--- src/rtl/acl_action_defines.svh ---
// constants for the access-list action decoder: register offsets, field positions,
// reset values and special action codes
// assumes inclusion by bare name from the package and design files
`ifndef ACL_ACTION_DEFINES_SVH
`define ACL_ACTION_DEFINES_SVH

`define ADR_IP_SWAP_CTRL 8'h00
`define ADR_STATUS 8'h04
`define ADR_SIP_BASE 8'h80
`define IPC_TTL_LSB 0
`define IPC_TTL_W 8
`define IPC_BITCNT_LSB 8
`define IPC_BITCNT_W 6
`define IPC_RST 32'h0000_3040
`define MODE_REPL_DMAC 4'h8
`define MAC_W 48
`define SIP_ENTRIES 32

`endif

--- src/rtl/acl_action_pkg.sv ---
// types shared by the access-list action decoder
// assumes the defines header sits next to it
`include "acl_action_defines.svh"
package acl_action_pkg;

  typedef enum logic [1:0] {
    PTP_NONE = 2'h0,
    PTP_ONE_STEP = 2'h1,
    PTP_TWO_STEP = 2'h2,
    PTP_TOD = 2'h3
  } ptp_cmd_t;

  typedef enum logic [1:0] {
    DLY_NONE = 2'h0,
    DLY_EGRESS = 2'h1,
    DLY_INGRESS_A = 2'h2,
    DLY_INGRESS_B = 2'h3
  } delay_cmd_t;

  // swap-mode actions; *_mc / *_uc variants are conditional on the frame's addresses
  typedef struct packed {
    logic dmac_repl;
    logic smac_repl;
    logic mac_swap;
    logic mac_swap_uc;
    logic smac_repl_mc;
    logic smac_repl_dmac_mc;
    logic ip_swap;
    logic ip_swap_uc;
    logic sip_repl_mc;
    logic sip_repl_dip_mc;
  } swap_t;

  typedef struct packed {
    logic valid;
    logic [7:0] rw_cmd;
    ptp_cmd_t ptp;
    delay_cmd_t dly;
    logic seq_fill;
    logic dly_resp_proc;
    logic receipt_upd;
    logic dmac_from_smac;
    logic smac_from_port;
    logic ttl_dec;
    logic ttl_preset;
    logic [7:0] ttl_value;
    logic uc_route;
    logic mc_route;
    logic mac_field_ovl;
    swap_t swp;
    logic [47:0] repl_mac;
    logic [47:0] dmac_mask;
    logic [31:0] sip;
    logic pol_ovr;
    logic [5:0] pol_idx;
    logic dlb_ena;
    logic [9:0] dlb_idx;
    logic port_rw;
    logic [15:0] dst_port;
    logic [15:0] src_port;
    logic cpu_tag_valid;
    logic [15:0] class_result;
    logic [11:0] cnt_idx;
    logic log_int_valid;
    logic [3:0] log_int;
    logic [1:0] time_dom;
  } cmd_t;

  typedef struct packed {
    logic ack;
    logic [31:0] rdat;
    logic [31:0] ipc;
    logic [31:0] frames;
    logic [31:0][31:0] sip_tbl;
    cmd_t cmd;
  } state_t;

endpackage

--- src/rtl/acl_action_decoder.sv ---
// decoder for the action word of a matched access-list rule; registered commands
// for the frame rewriter and routing update stages
// assumes action inputs come from logic on clk_i and a classic wishbone master
`timescale 1ns/10ps
`default_nettype none
`include "acl_action_defines.svh"

module acl_action_decoder
  import acl_action_pkg::*;
#(
  parameter int SIP_N = `SIP_ENTRIES
) (
  input wire logic clk_i,
  input wire logic rst_i,
  input wire logic wb_cyc_i,
  input wire logic wb_stb_i,
  input wire logic wb_we_i,
  input wire logic [7:0] wb_adr_i,
  input wire logic [3:0] wb_sel_i,
  input wire logic [31:0] wb_dat_i,
  output logic [31:0] wb_dat_o,
  output logic wb_ack_o,
  input wire logic act_valid_i,
  input wire logic [7:0] rewrite_command_i,
  input wire logic hop_count_update_flag_i,
  input wire logic service_activation_only_flag_i,
  input wire logic service_activation_sequence_class_i,
  input wire logic port_rewrite_flag_i,
  input wire logic [15:0] entry_logical_tag_i,
  input wire logic [15:0] entry_tag_mask_i,
  input wire logic [11:0] counter_index_i,
  input wire logic mac_swap_flag_i,
  input wire logic [2:0] interval_field_i,
  input wire logic [3:0] routing_swap_mode_i,
  input wire logic [47:0] replacement_mac_field_i,
  input wire logic [1:0] time_domain_selector_i,
  input wire logic [4:0] policer_index_i,
  input wire logic cpu_copy_flag_i,
  output logic cmd_valid_o,
  output logic [7:0] rewrite_command_o,
  output logic [1:0] ptp_cmd_o,
  output logic [1:0] delay_cmd_o,
  output logic seq_fill_o,
  output logic dly_resp_proc_o,
  output logic receipt_update_o,
  output logic dmac_from_smac_o,
  output logic smac_from_port_o,
  output logic ttl_decrement_o,
  output logic ttl_preset_o,
  output logic [7:0] ttl_value_o,
  output logic uc_route_o,
  output logic mc_route_o,
  output logic mac_field_overload_o,
  output logic [9:0] swap_actions_o,
  output logic [47:0] repl_mac_o,
  output logic [47:0] dmac_repl_mask_o,
  output logic [31:0] repl_sip_o,
  output logic pol_ctrl_override_o,
  output logic [5:0] pol_ctrl_idx_o,
  output logic dlb_enable_o,
  output logic [9:0] dlb_index_o,
  output logic port_rewrite_o,
  output logic [15:0] dst_port_o,
  output logic [15:0] src_port_o,
  output logic cpu_tag_valid_o,
  output logic [15:0] classification_result_o,
  output logic [11:0] counter_index_o,
  output logic log_interval_valid_o,
  output logic [3:0] log_interval_o,
  output logic [1:0] time_domain_o
);

  state_t st_ff;
  state_t nxt_st;

  function automatic logic [31:0] merge_bytes(input logic [31:0] old,
                                              input logic [31:0] dat,
                                              input logic [3:0] sel);
    logic [31:0] r;
    r = old;
    for (int b = 0; b < 4; b++) begin
      if (sel[b]) begin
        r[8*b +: 8] = dat[8*b +: 8];
      end
    end
    return r;
  endfunction

  // ones in the top cnt bits; counts above the width saturate to all ones
  function automatic logic [47:0] msb_mask(input logic [5:0] cnt);
    logic [47:0] m;
    m = '0;
    for (int i = 0; i < `MAC_W; i++) begin
      m[`MAC_W-1-i] = (i < int'(cnt));
    end
    return m;
  endfunction

  function automatic swap_t swap_decode(input logic [2:0] sub);
    swap_t s;
    s = '0;
    unique case (sub)
      3'h0: s.dmac_repl = 1'b1;
      3'h1: s.smac_repl = 1'b1;
      3'h2: begin
        s.mac_swap = 1'b1;
        s.smac_repl_mc = 1'b1;
      end
      3'h3: begin
        s.mac_swap_uc = 1'b1;
        s.smac_repl_dmac_mc = 1'b1;
      end
      3'h4: begin
        s.mac_swap = 1'b1;
        s.smac_repl_mc = 1'b1;
        s.ip_swap = 1'b1;
        s.sip_repl_mc = 1'b1;
      end
      3'h5: begin
        s.mac_swap_uc = 1'b1;
        s.smac_repl_dmac_mc = 1'b1;
        s.ip_swap_uc = 1'b1;
        s.sip_repl_dip_mc = 1'b1;
      end
      3'h6: begin
        s.ip_swap = 1'b1;
        s.sip_repl_mc = 1'b1;
      end
      3'h7: begin
        s.smac_repl = 1'b1;
        s.ip_swap = 1'b1;
        s.sip_repl_mc = 1'b1;
      end
    endcase
    return s;
  endfunction

  logic [3:0] mode_eff;
  logic repl_dmac_mode;
  logic [7:0] fwd_cmd;

  always_comb begin
    repl_dmac_mode = (routing_swap_mode_i == `MODE_REPL_DMAC);
    // the flag is reinterpreted in replace-dmac mode, so it does not zero the mode there
    mode_eff = (service_activation_only_flag_i && !service_activation_sequence_class_i
                && !repl_dmac_mode) ? 4'h0 : routing_swap_mode_i;
    fwd_cmd = rewrite_command_i;
    if (rewrite_command_i[5]) begin
      fwd_cmd[5:4] = 2'h0;
    end
  end

  always_comb begin
    nxt_st = st_ff;
    // one wait state; the guard on ack drops it in the cycle after it was given
    nxt_st.ack = wb_cyc_i & wb_stb_i & ~st_ff.ack;
    nxt_st.rdat = 32'h0000_0000;
    // writes land at the edge where the master samples ack high, not one edge early
    if (wb_cyc_i && wb_stb_i && wb_we_i && st_ff.ack) begin
      if (wb_adr_i == `ADR_IP_SWAP_CTRL) begin
        nxt_st.ipc = merge_bytes(st_ff.ipc, wb_dat_i, wb_sel_i);
      end else if (wb_adr_i[7]) begin
        nxt_st.sip_tbl[wb_adr_i[6:2]] = merge_bytes(st_ff.sip_tbl[wb_adr_i[6:2]],
                                                    wb_dat_i, wb_sel_i);
      end
    end
    if (nxt_st.ack && !wb_we_i) begin
      if (wb_adr_i == `ADR_IP_SWAP_CTRL) begin
        nxt_st.rdat = st_ff.ipc;
      end else if (wb_adr_i == `ADR_STATUS) begin
        nxt_st.rdat = st_ff.frames;
      end else if (wb_adr_i[7]) begin
        nxt_st.rdat = st_ff.sip_tbl[wb_adr_i[6:2]];
      end
    end

    nxt_st.cmd.valid = act_valid_i;
    if (act_valid_i) begin
      nxt_st.frames = st_ff.frames + 32'h0000_0001;
      nxt_st.cmd.rw_cmd = fwd_cmd;
      nxt_st.cmd.ptp = ptp_cmd_t'(rewrite_command_i[1:0]);
      nxt_st.cmd.dly = delay_cmd_t'(rewrite_command_i[3:2]);
      nxt_st.cmd.seq_fill = (rewrite_command_i[5:4] == 2'h1);
      nxt_st.cmd.dly_resp_proc = rewrite_command_i[5];
      nxt_st.cmd.receipt_upd = (rewrite_command_i[5:4] == 2'h2);
      nxt_st.cmd.dmac_from_smac = rewrite_command_i[6];
      nxt_st.cmd.smac_from_port = rewrite_command_i[7];
      nxt_st.cmd.ttl_preset = hop_count_update_flag_i & mode_eff[3] & mode_eff[2];
      nxt_st.cmd.ttl_dec = hop_count_update_flag_i & ~(mode_eff[3] & mode_eff[2]);
      nxt_st.cmd.ttl_value = st_ff.ipc[`IPC_TTL_LSB +: `IPC_TTL_W];
      nxt_st.cmd.uc_route = ~mode_eff[3] & mode_eff[0];
      nxt_st.cmd.mc_route = ~mode_eff[3] & mode_eff[1];
      nxt_st.cmd.mac_field_ovl = (mode_eff[3:2] == 2'h1);
      nxt_st.cmd.swp = mode_eff[3] ? swap_decode(mode_eff[2:0]) : '0;
      // plain mac swap only while bit 5 leaves the flag its first meaning
      nxt_st.cmd.swp.mac_swap = nxt_st.cmd.swp.mac_swap |
                                (mac_swap_flag_i & ~rewrite_command_i[5]);
      nxt_st.cmd.repl_mac = replacement_mac_field_i;
      nxt_st.cmd.dmac_mask = (repl_dmac_mode && service_activation_only_flag_i) ?
          msb_mask(st_ff.ipc[`IPC_BITCNT_LSB +: `IPC_BITCNT_W]) : '1;
      nxt_st.cmd.sip = st_ff.sip_tbl[policer_index_i];
      nxt_st.cmd.pol_ovr = (mode_eff[3:2] == 2'h1) & replacement_mac_field_i[0];
      nxt_st.cmd.pol_idx = replacement_mac_field_i[6:1];
      nxt_st.cmd.dlb_ena = (mode_eff[3:2] == 2'h1) & replacement_mac_field_i[16];
      nxt_st.cmd.dlb_idx = replacement_mac_field_i[26:17];
      nxt_st.cmd.port_rw = port_rewrite_flag_i;
      nxt_st.cmd.dst_port = entry_logical_tag_i;
      nxt_st.cmd.src_port = entry_tag_mask_i;
      nxt_st.cmd.cpu_tag_valid = cpu_copy_flag_i;
      nxt_st.cmd.class_result = cpu_copy_flag_i ? entry_logical_tag_i : 16'h0000;
      nxt_st.cmd.cnt_idx = counter_index_i;
      nxt_st.cmd.log_int_valid = rewrite_command_i[5];
      // two's complement: the swap flag acts as the sign bit, giving value minus 8
      nxt_st.cmd.log_int = {mac_swap_flag_i, interval_field_i};
      nxt_st.cmd.time_dom = time_domain_selector_i;
    end
  end

  always_ff @(posedge clk_i) begin
    if (rst_i) begin
      st_ff <= '0;
      st_ff.ipc <= `IPC_RST;
    end else begin
      st_ff <= nxt_st;
    end
  end

  assign wb_ack_o = st_ff.ack;
  assign wb_dat_o = st_ff.rdat;
  assign cmd_valid_o = st_ff.cmd.valid;
  assign rewrite_command_o = st_ff.cmd.rw_cmd;
  assign ptp_cmd_o = st_ff.cmd.ptp;
  assign delay_cmd_o = st_ff.cmd.dly;
  assign seq_fill_o = st_ff.cmd.seq_fill;
  assign dly_resp_proc_o = st_ff.cmd.dly_resp_proc;
  assign receipt_update_o = st_ff.cmd.receipt_upd;
  assign dmac_from_smac_o = st_ff.cmd.dmac_from_smac;
  assign smac_from_port_o = st_ff.cmd.smac_from_port;
  assign ttl_decrement_o = st_ff.cmd.ttl_dec;
  assign ttl_preset_o = st_ff.cmd.ttl_preset;
  assign ttl_value_o = st_ff.cmd.ttl_value;
  assign uc_route_o = st_ff.cmd.uc_route;
  assign mc_route_o = st_ff.cmd.mc_route;
  assign mac_field_overload_o = st_ff.cmd.mac_field_ovl;
  assign swap_actions_o = st_ff.cmd.swp;
  assign repl_mac_o = st_ff.cmd.repl_mac;
  assign dmac_repl_mask_o = st_ff.cmd.dmac_mask;
  assign repl_sip_o = st_ff.cmd.sip;
  assign pol_ctrl_override_o = st_ff.cmd.pol_ovr;
  assign pol_ctrl_idx_o = st_ff.cmd.pol_idx;
  assign dlb_enable_o = st_ff.cmd.dlb_ena;
  assign dlb_index_o = st_ff.cmd.dlb_idx;
  assign port_rewrite_o = st_ff.cmd.port_rw;
  assign dst_port_o = st_ff.cmd.dst_port;
  assign src_port_o = st_ff.cmd.src_port;
  assign cpu_tag_valid_o = st_ff.cmd.cpu_tag_valid;
  assign classification_result_o = st_ff.cmd.class_result;
  assign counter_index_o = st_ff.cmd.cnt_idx;
  assign log_interval_valid_o = st_ff.cmd.log_int_valid;
  assign log_interval_o = st_ff.cmd.log_int;
  assign time_domain_o = st_ff.cmd.time_dom;

  property p_ptp;
    @(posedge clk_i) disable iff (rst_i)
    act_valid_i |=> cmd_valid_o && ptp_cmd_o == $past(rewrite_command_i[1:0]);
  endproperty
  a_ptp: assert property (p_ptp) else $error("ptp command mismatch");

  property p_delay;
    @(posedge clk_i) disable iff (rst_i)
    act_valid_i |=> delay_cmd_o == $past(rewrite_command_i[3:2]);
  endproperty
  a_delay: assert property (p_delay) else $error("delay command mismatch");

  property p_seq_clear;
    @(posedge clk_i) disable iff (rst_i)
    act_valid_i && rewrite_command_i[5] |=> rewrite_command_o[5:4] == 2'h0 &&
        dly_resp_proc_o && !seq_fill_o;
  endproperty
  a_seq_clear: assert property (p_seq_clear) else $error("bits 5:4 not cleared");

  property p_mac_bits;
    @(posedge clk_i) disable iff (rst_i)
    act_valid_i |=> {smac_from_port_o, dmac_from_smac_o} == $past(rewrite_command_i[7:6]);
  endproperty
  a_mac_bits: assert property (p_mac_bits) else $error("mac rewrite bits wrong");

  property p_ttl;
    @(posedge clk_i) disable iff (rst_i)
    act_valid_i && hop_count_update_flag_i |=> ttl_decrement_o != ttl_preset_o;
  endproperty
  a_ttl: assert property (p_ttl) else $error("ttl update ambiguous");

  property p_sam;
    @(posedge clk_i) disable iff (rst_i)
    act_valid_i && service_activation_only_flag_i && !service_activation_sequence_class_i
        |=> swap_actions_o == {7'h00, 3'h0} || !$past(routing_swap_mode_i[3]) ||
            $past(routing_swap_mode_i) == `MODE_REPL_DMAC || $past(mac_swap_flag_i);
  endproperty
  a_sam: assert property (p_sam) else $error("mode applied to non-sam frame");

  property p_port;
    @(posedge clk_i) disable iff (rst_i)
    act_valid_i && port_rewrite_flag_i |=> port_rewrite_o &&
        dst_port_o == $past(entry_logical_tag_i) && src_port_o == $past(entry_tag_mask_i);
  endproperty
  a_port: assert property (p_port) else $error("port rewrite values wrong");

  property p_cnt;
    @(posedge clk_i) disable iff (rst_i)
    act_valid_i |=> counter_index_o == $past(counter_index_i) ##1
        (cmd_valid_o || counter_index_o == $past(counter_index_o));
  endproperty
  a_cnt: assert property (p_cnt) else $error("counter index not held");

  property p_interval;
    @(posedge clk_i) disable iff (rst_i)
    act_valid_i && rewrite_command_i[5] |=> log_interval_valid_o &&
        $signed(log_interval_o) == ($past(mac_swap_flag_i) ?
        $signed({1'b0, $past(interval_field_i)}) - 4'sh8 :
        $signed({1'b0, $past(interval_field_i)}));
  endproperty
  a_interval: assert property (p_interval) else $error("log interval wrong");

  property p_ack;
    @(posedge clk_i) disable iff (rst_i)
    wb_cyc_i && wb_stb_i && !wb_ack_o |=> wb_ack_o ##1 !wb_ack_o;
  endproperty
  a_ack: assert property (p_ack) else $error("bus ack timing wrong");

  property p_class;
    @(posedge clk_i) disable iff (rst_i)
    act_valid_i |=> cpu_tag_valid_o == $past(cpu_copy_flag_i) &&
        classification_result_o == ($past(cpu_copy_flag_i) ? $past(entry_logical_tag_i) :
        16'h0000);
  endproperty
  a_class: assert property (p_class) else $error("classification result wrong");

  property p_route;
    @(posedge clk_i) disable iff (rst_i)
    act_valid_i && !service_activation_only_flag_i && !routing_swap_mode_i[3] |=>
        uc_route_o == $past(routing_swap_mode_i[0]) &&
        mc_route_o == $past(routing_swap_mode_i[1]);
  endproperty
  a_route: assert property (p_route) else $error("routing enables wrong");

  c_two_step: cover property (@(posedge clk_i) disable iff (rst_i)
      act_valid_i && rewrite_command_i[1:0] == 2'h2);
  c_swap_ip: cover property (@(posedge clk_i) disable iff (rst_i)
      act_valid_i && routing_swap_mode_i == 4'hc && hop_count_update_flag_i);
  c_dmac_mask: cover property (@(posedge clk_i) disable iff (rst_i)
      act_valid_i && repl_dmac_mode && service_activation_only_flag_i);
  c_bus_write: cover property (@(posedge clk_i) disable iff (rst_i)
      wb_ack_o && wb_we_i);

endmodule
`default_nettype wire

--- config.mk ---
export PLATFORM = sky130hd
export DESIGN_NAME = acl_action_decoder
export DESIGN_NICKNAME = d
export VERILOG_FILES = /design/src/rtl/acl_action_pkg.sv /design/src/rtl/acl_action_decoder.sv
export VERILOG_INCLUDE_DIRS = /design/src /design/src/rtl
export SDC_FILE = /design/constraint.sdc
export NUM_CORES = 2
export LEC_CHECK = 0
export ABC_CLOCK_PERIOD_IN_PS = 3840
export BUFFER_PORTS_ARGS = -buffer_cell sky130_fd_sc_hd__buf_2
export CORE_ASPECT_RATIO = 1.5
export CORE_MARGIN = 2
export CORE_UTILIZATION = 50
export CTS_BUF_LIST = sky130_fd_sc_hd__clkbuf_8
export DETAILED_ROUTE_END_ITERATION = 10
export PLACE_DENSITY = 0.66
export SYNTH_ARGS = -nofsm -noshare
export SYNTH_HDL_FRONTEND = slang
export SYNTH_SLANG_ARGS = --single-unit
export TNS_END_PERCENT = 50
--- constraint.sdc ---
create_clock -name clk_i -period 3.84 [get_ports clk_i]
set_input_delay 0.192 -clock clk_i [delete_from_list [all_inputs] [get_ports clk_i]]
set_output_delay 0.192 -clock clk_i [all_outputs]
set_load 0.05 [all_outputs]
==> flow_summary.json <==
{
  "synth_edf_count": 0,
  "io_buffers": 457,
  "holdPathEnd": "repl_mac_o[37]$_SDFFE_PP0P_",
  "hold_viol_final": 0,
  "min_from": "replacement_mac_field_i[37]",
  "synth_area_leaders": "dfxtp_1, mux4_2, a31oi_1, o31ai_1, nor2_1",
  "clk_pin_slew_ns": 0.07,
  "stdcell_area_um2": 78500,
  "r2r-end": "st_ff[1340]$_SDFFE_PP0P_",
  "async_reset_ff_share_pct": 0,
  "ys_ff_latch": 1349,
  "ant_nets": 0,
  "grt_pass1_vias": 62010,
  "row_count": 168,
  "ios": 459,
  "p_switching_mw": 8.30,
  "slew_headroom_pct": 9.29,
  "worstPathRequired_ns": 4.73,
  "post-route-min-period_ns": 3.79,
  "areaGrowthSynthToFinish_pct": 11.9,
  "dp_hpwl_um": 160000,
  "switching_share_pct": 28.0,
  "power_frac_clock_pct": 41.3,
  "core-area_um2": 140000,
  "min_path_type": "input port to register",
  "drv_cap": 0,
  "worstSetupEndpointType": "register",
  "reg2reg_from": "wb_ack_o$_SDFF_PP0_",
  "htree_levels": 4,
  "synth_area_um2": 70100,
  "netlist_instances": 7558,
  "synthTopCellsByCount": "dfxtp_1, nor2_1, a31oi_1",
  "pwr-share-comb_pct": 10.5,
  "vias": 66193,
  "vias_per_cell": 6.93,
  "synth_fp_nets": 7729,
  "power.density_nw_per_um2": 377,
  "wl_um": 273000,
  "cp_max_fo": 19,
  "numCtsBuffers": 195,
  "synth-seq-area-share_pct": 38.5,
  "post-route-period-util_pct": 98.6,
  "irDropWorstVdd_v": 0.000375,
  "synth_top_area_share_pct": 38.5,
  "start_util_pct": 50.2,
  "cts_sinks": 1349,
  "start_kind": "register",
  "place_area_um2": 71500,
  "p_leak_nw": 27.2,
  "die_x_um": 310,
  "hold_depth": 4,
  "worst_slew_pin_slew_ns": 1.36,
  "track_usage_pct": 36.7,
  "slew_viol_final": 0,
  "grt_max_degree": 196,
  "syn_avg_cell_area_um2": 9.28,
  "synth_cell_type_count": 54,
  "grt_pass1_wl_um": 399000,
  "place.gp.congestion": 0.920,
  "post_cts_buffers": 0,
  "die_height_um": 463,
  "dr.pass1.iters": 9,
  "p_seq_share_pct": 48.1,
  "antenna_found_initial": 15,
  "die_area_um2": 143000,
  "synthFlopType": "dfxtp_1",
  "fmax_mhz": 264,
  "clock_latency_ns": 0.96,
  "nets": 7690,
  "setup_violations": 0,
  "fin_setup_tns_ns": 0,
  "yosysTopAreaCell": "dfxtp_1",
  "overflow": 0,
  "drive_gt1_share_pct": 20.9,
  "path_class": "register to register",
  "finClkSkew_ns": 0.0297,
  "rsz0062_at_grt": "no",
  "internal-power_mw": 21.3,
  "drc": 0,
  "yosysMostFrequentCell": "dfxtp_1",
  "outcome": "complete, no violations",
  "tritoncts": "built",
  "arrival_ns": 4.67,
  "drt_iter0_drc": 10037,
  "yosysWarningCount": 0,
  "wl_per_cell_um": 28.6,
  "r2r_setup_slack_ns": 0.05,
  "cts_root_buf": "clkbuf_8",
  "clock_path_buffers": 3,
  "r2r_cells": 8
}
worst max path at each step:
stage / depth (start not counted) / from / slack (ns) / to
CTS: 8 / wb_ack_o$_SDFF_PP0_ / 0.27 / st_ff[1340]$_SDFFE_PP0P_
global route: 8 / wb_ack_o$_SDFF_PP0_ / 0.1 / st_ff[1343]$_SDFFE_PP0P_
floorplan: 9 / wb_ack_o$_SDFF_PP0_ / 1.31 / st_ff[845]$_SDFFE_PP0P_
global placement: 8 / wb_adr_i[2] / 0.72 / st_ff[1045]$_SDFFE_PP0P_
detailed placement: 8 / wb_adr_i[2] / 0.74 / st_ff[1045]$_SDFFE_PP0P_
finish: 8 / wb_ack_o$_SDFF_PP0_ / 0.05 / st_ff[1340]$_SDFFE_PP0P_
routing by layer:
| metal | vias to the layer above | track usage (%) | routed length (um) |
|---|---|---|---|
| met5 | - | 0 | 51 |
| met1 | 31717 | 43.2 | 94100 |
| li1 | 28542 | - | - |
| met2 | 4733 | 56.6 | 122000 |
| met3 | 1193 | 9.26 | 32500 |
| met4 | 8 | 29.3 | 24600 |
worst max-delay path, cell delays in order (launching register included):
cell and delay (ns):
dfxtp_1 0.37, and4_1 0.53, buf_4 0.34, and4_2 0.78, buf_4 0.28, nand3_1 0.09
dlygate4sd3_1 0.59, a21oi_1 0.15, dlygate4sd3_1 0.57
cell usage in the layout, fill, tap and decap left out, types with 132 or more instances in the layout:
cell type	n
a22oi_1	148
a31oi_1	963
buf_2	450
buf_4	265
clkbuf_8	253
dfxtp_1	1349
dlygate4sd3_1	283
mux4_2	512
nand2_1	167
nand3_1	132
nor2_1	1252
o21ai_0	179
o22ai_1	160
o31ai_1	769
timing repair:
action	in CTS	in global routing
endpoints found under the hold margin	814	0
hold buffers	283	0
gates resized for setup	0	0
per-stage QoR:
stage | utilization (%) | instances | setup slack, ns | hold slack (ns) | power [mW]
6_report | 56.2 | 9552 | 0.0521 | 0.0124 | 29.6
5_1_grt | 56.2 | 9546 | 0.0975 | 0.0235 | 30.3
4_1_cts | 56.2 | 9541 | 0.268 | 0.000111 | 29.5
3_5_place_dp | 51.2 | 8909 | 0.737 | 0.437 | 17.4
3_3_place_gp | 51.2 | 8909 | 0.721 | 0.427 | 17.3
2_1_floorplan | - | 7558 | 1.31 | 0.335 | 16.6
cell families after synthesis:
group                      synth area share, %
muxes                                     17.9
other                                  0.00535
and+or+nand+nor                           10.7
buffers and inverters                     8.87
DFF                                       38.5
adders and majority gates               0.0178
AOI/OAI and AO/OA                         23.7
xor gates and xnor gates                 0.275
layout make-up:
cell class	count	area, um^2
inverter	7	33.8
antenna	11	27.5
fill	11863	61100
sequential	1349	27000
timing repair buffer	1045	7970
tap	1870	2340
multi-input combinational	4921	37000
clock buffer	253	3480
clock inverter	96	601
power groups by stage:
stage               Sequential, mW  Clock [mW]  Combinational, mW
floorplan                     14.5           0               2.05
global placement              14.5           0               2.81
detailed placement            14.5           0               2.82
CTS                           14.2        12.2               3.02
global route                  14.2        12.8               3.21
finish                        14.2        12.2               3.12
state kept, by name, summed over array words and instances, names as in the netlist, 2 cells and up:
register / cells
st_ff: 1088
dmac_repl_mask_o: 48
repl_mac_o: 48
repl_sip_o: 32
wb_dat_o: 32
classification_result_o: 16
dst_port_o: 16
src_port_o: 16
counter_index_o: 12
ttl_value_o: 8
swap_actions_o: 7
log_interval_o: 4
rewrite_command_o: 4
time_domain_o: 2
(Power assumes the default switching activity.)
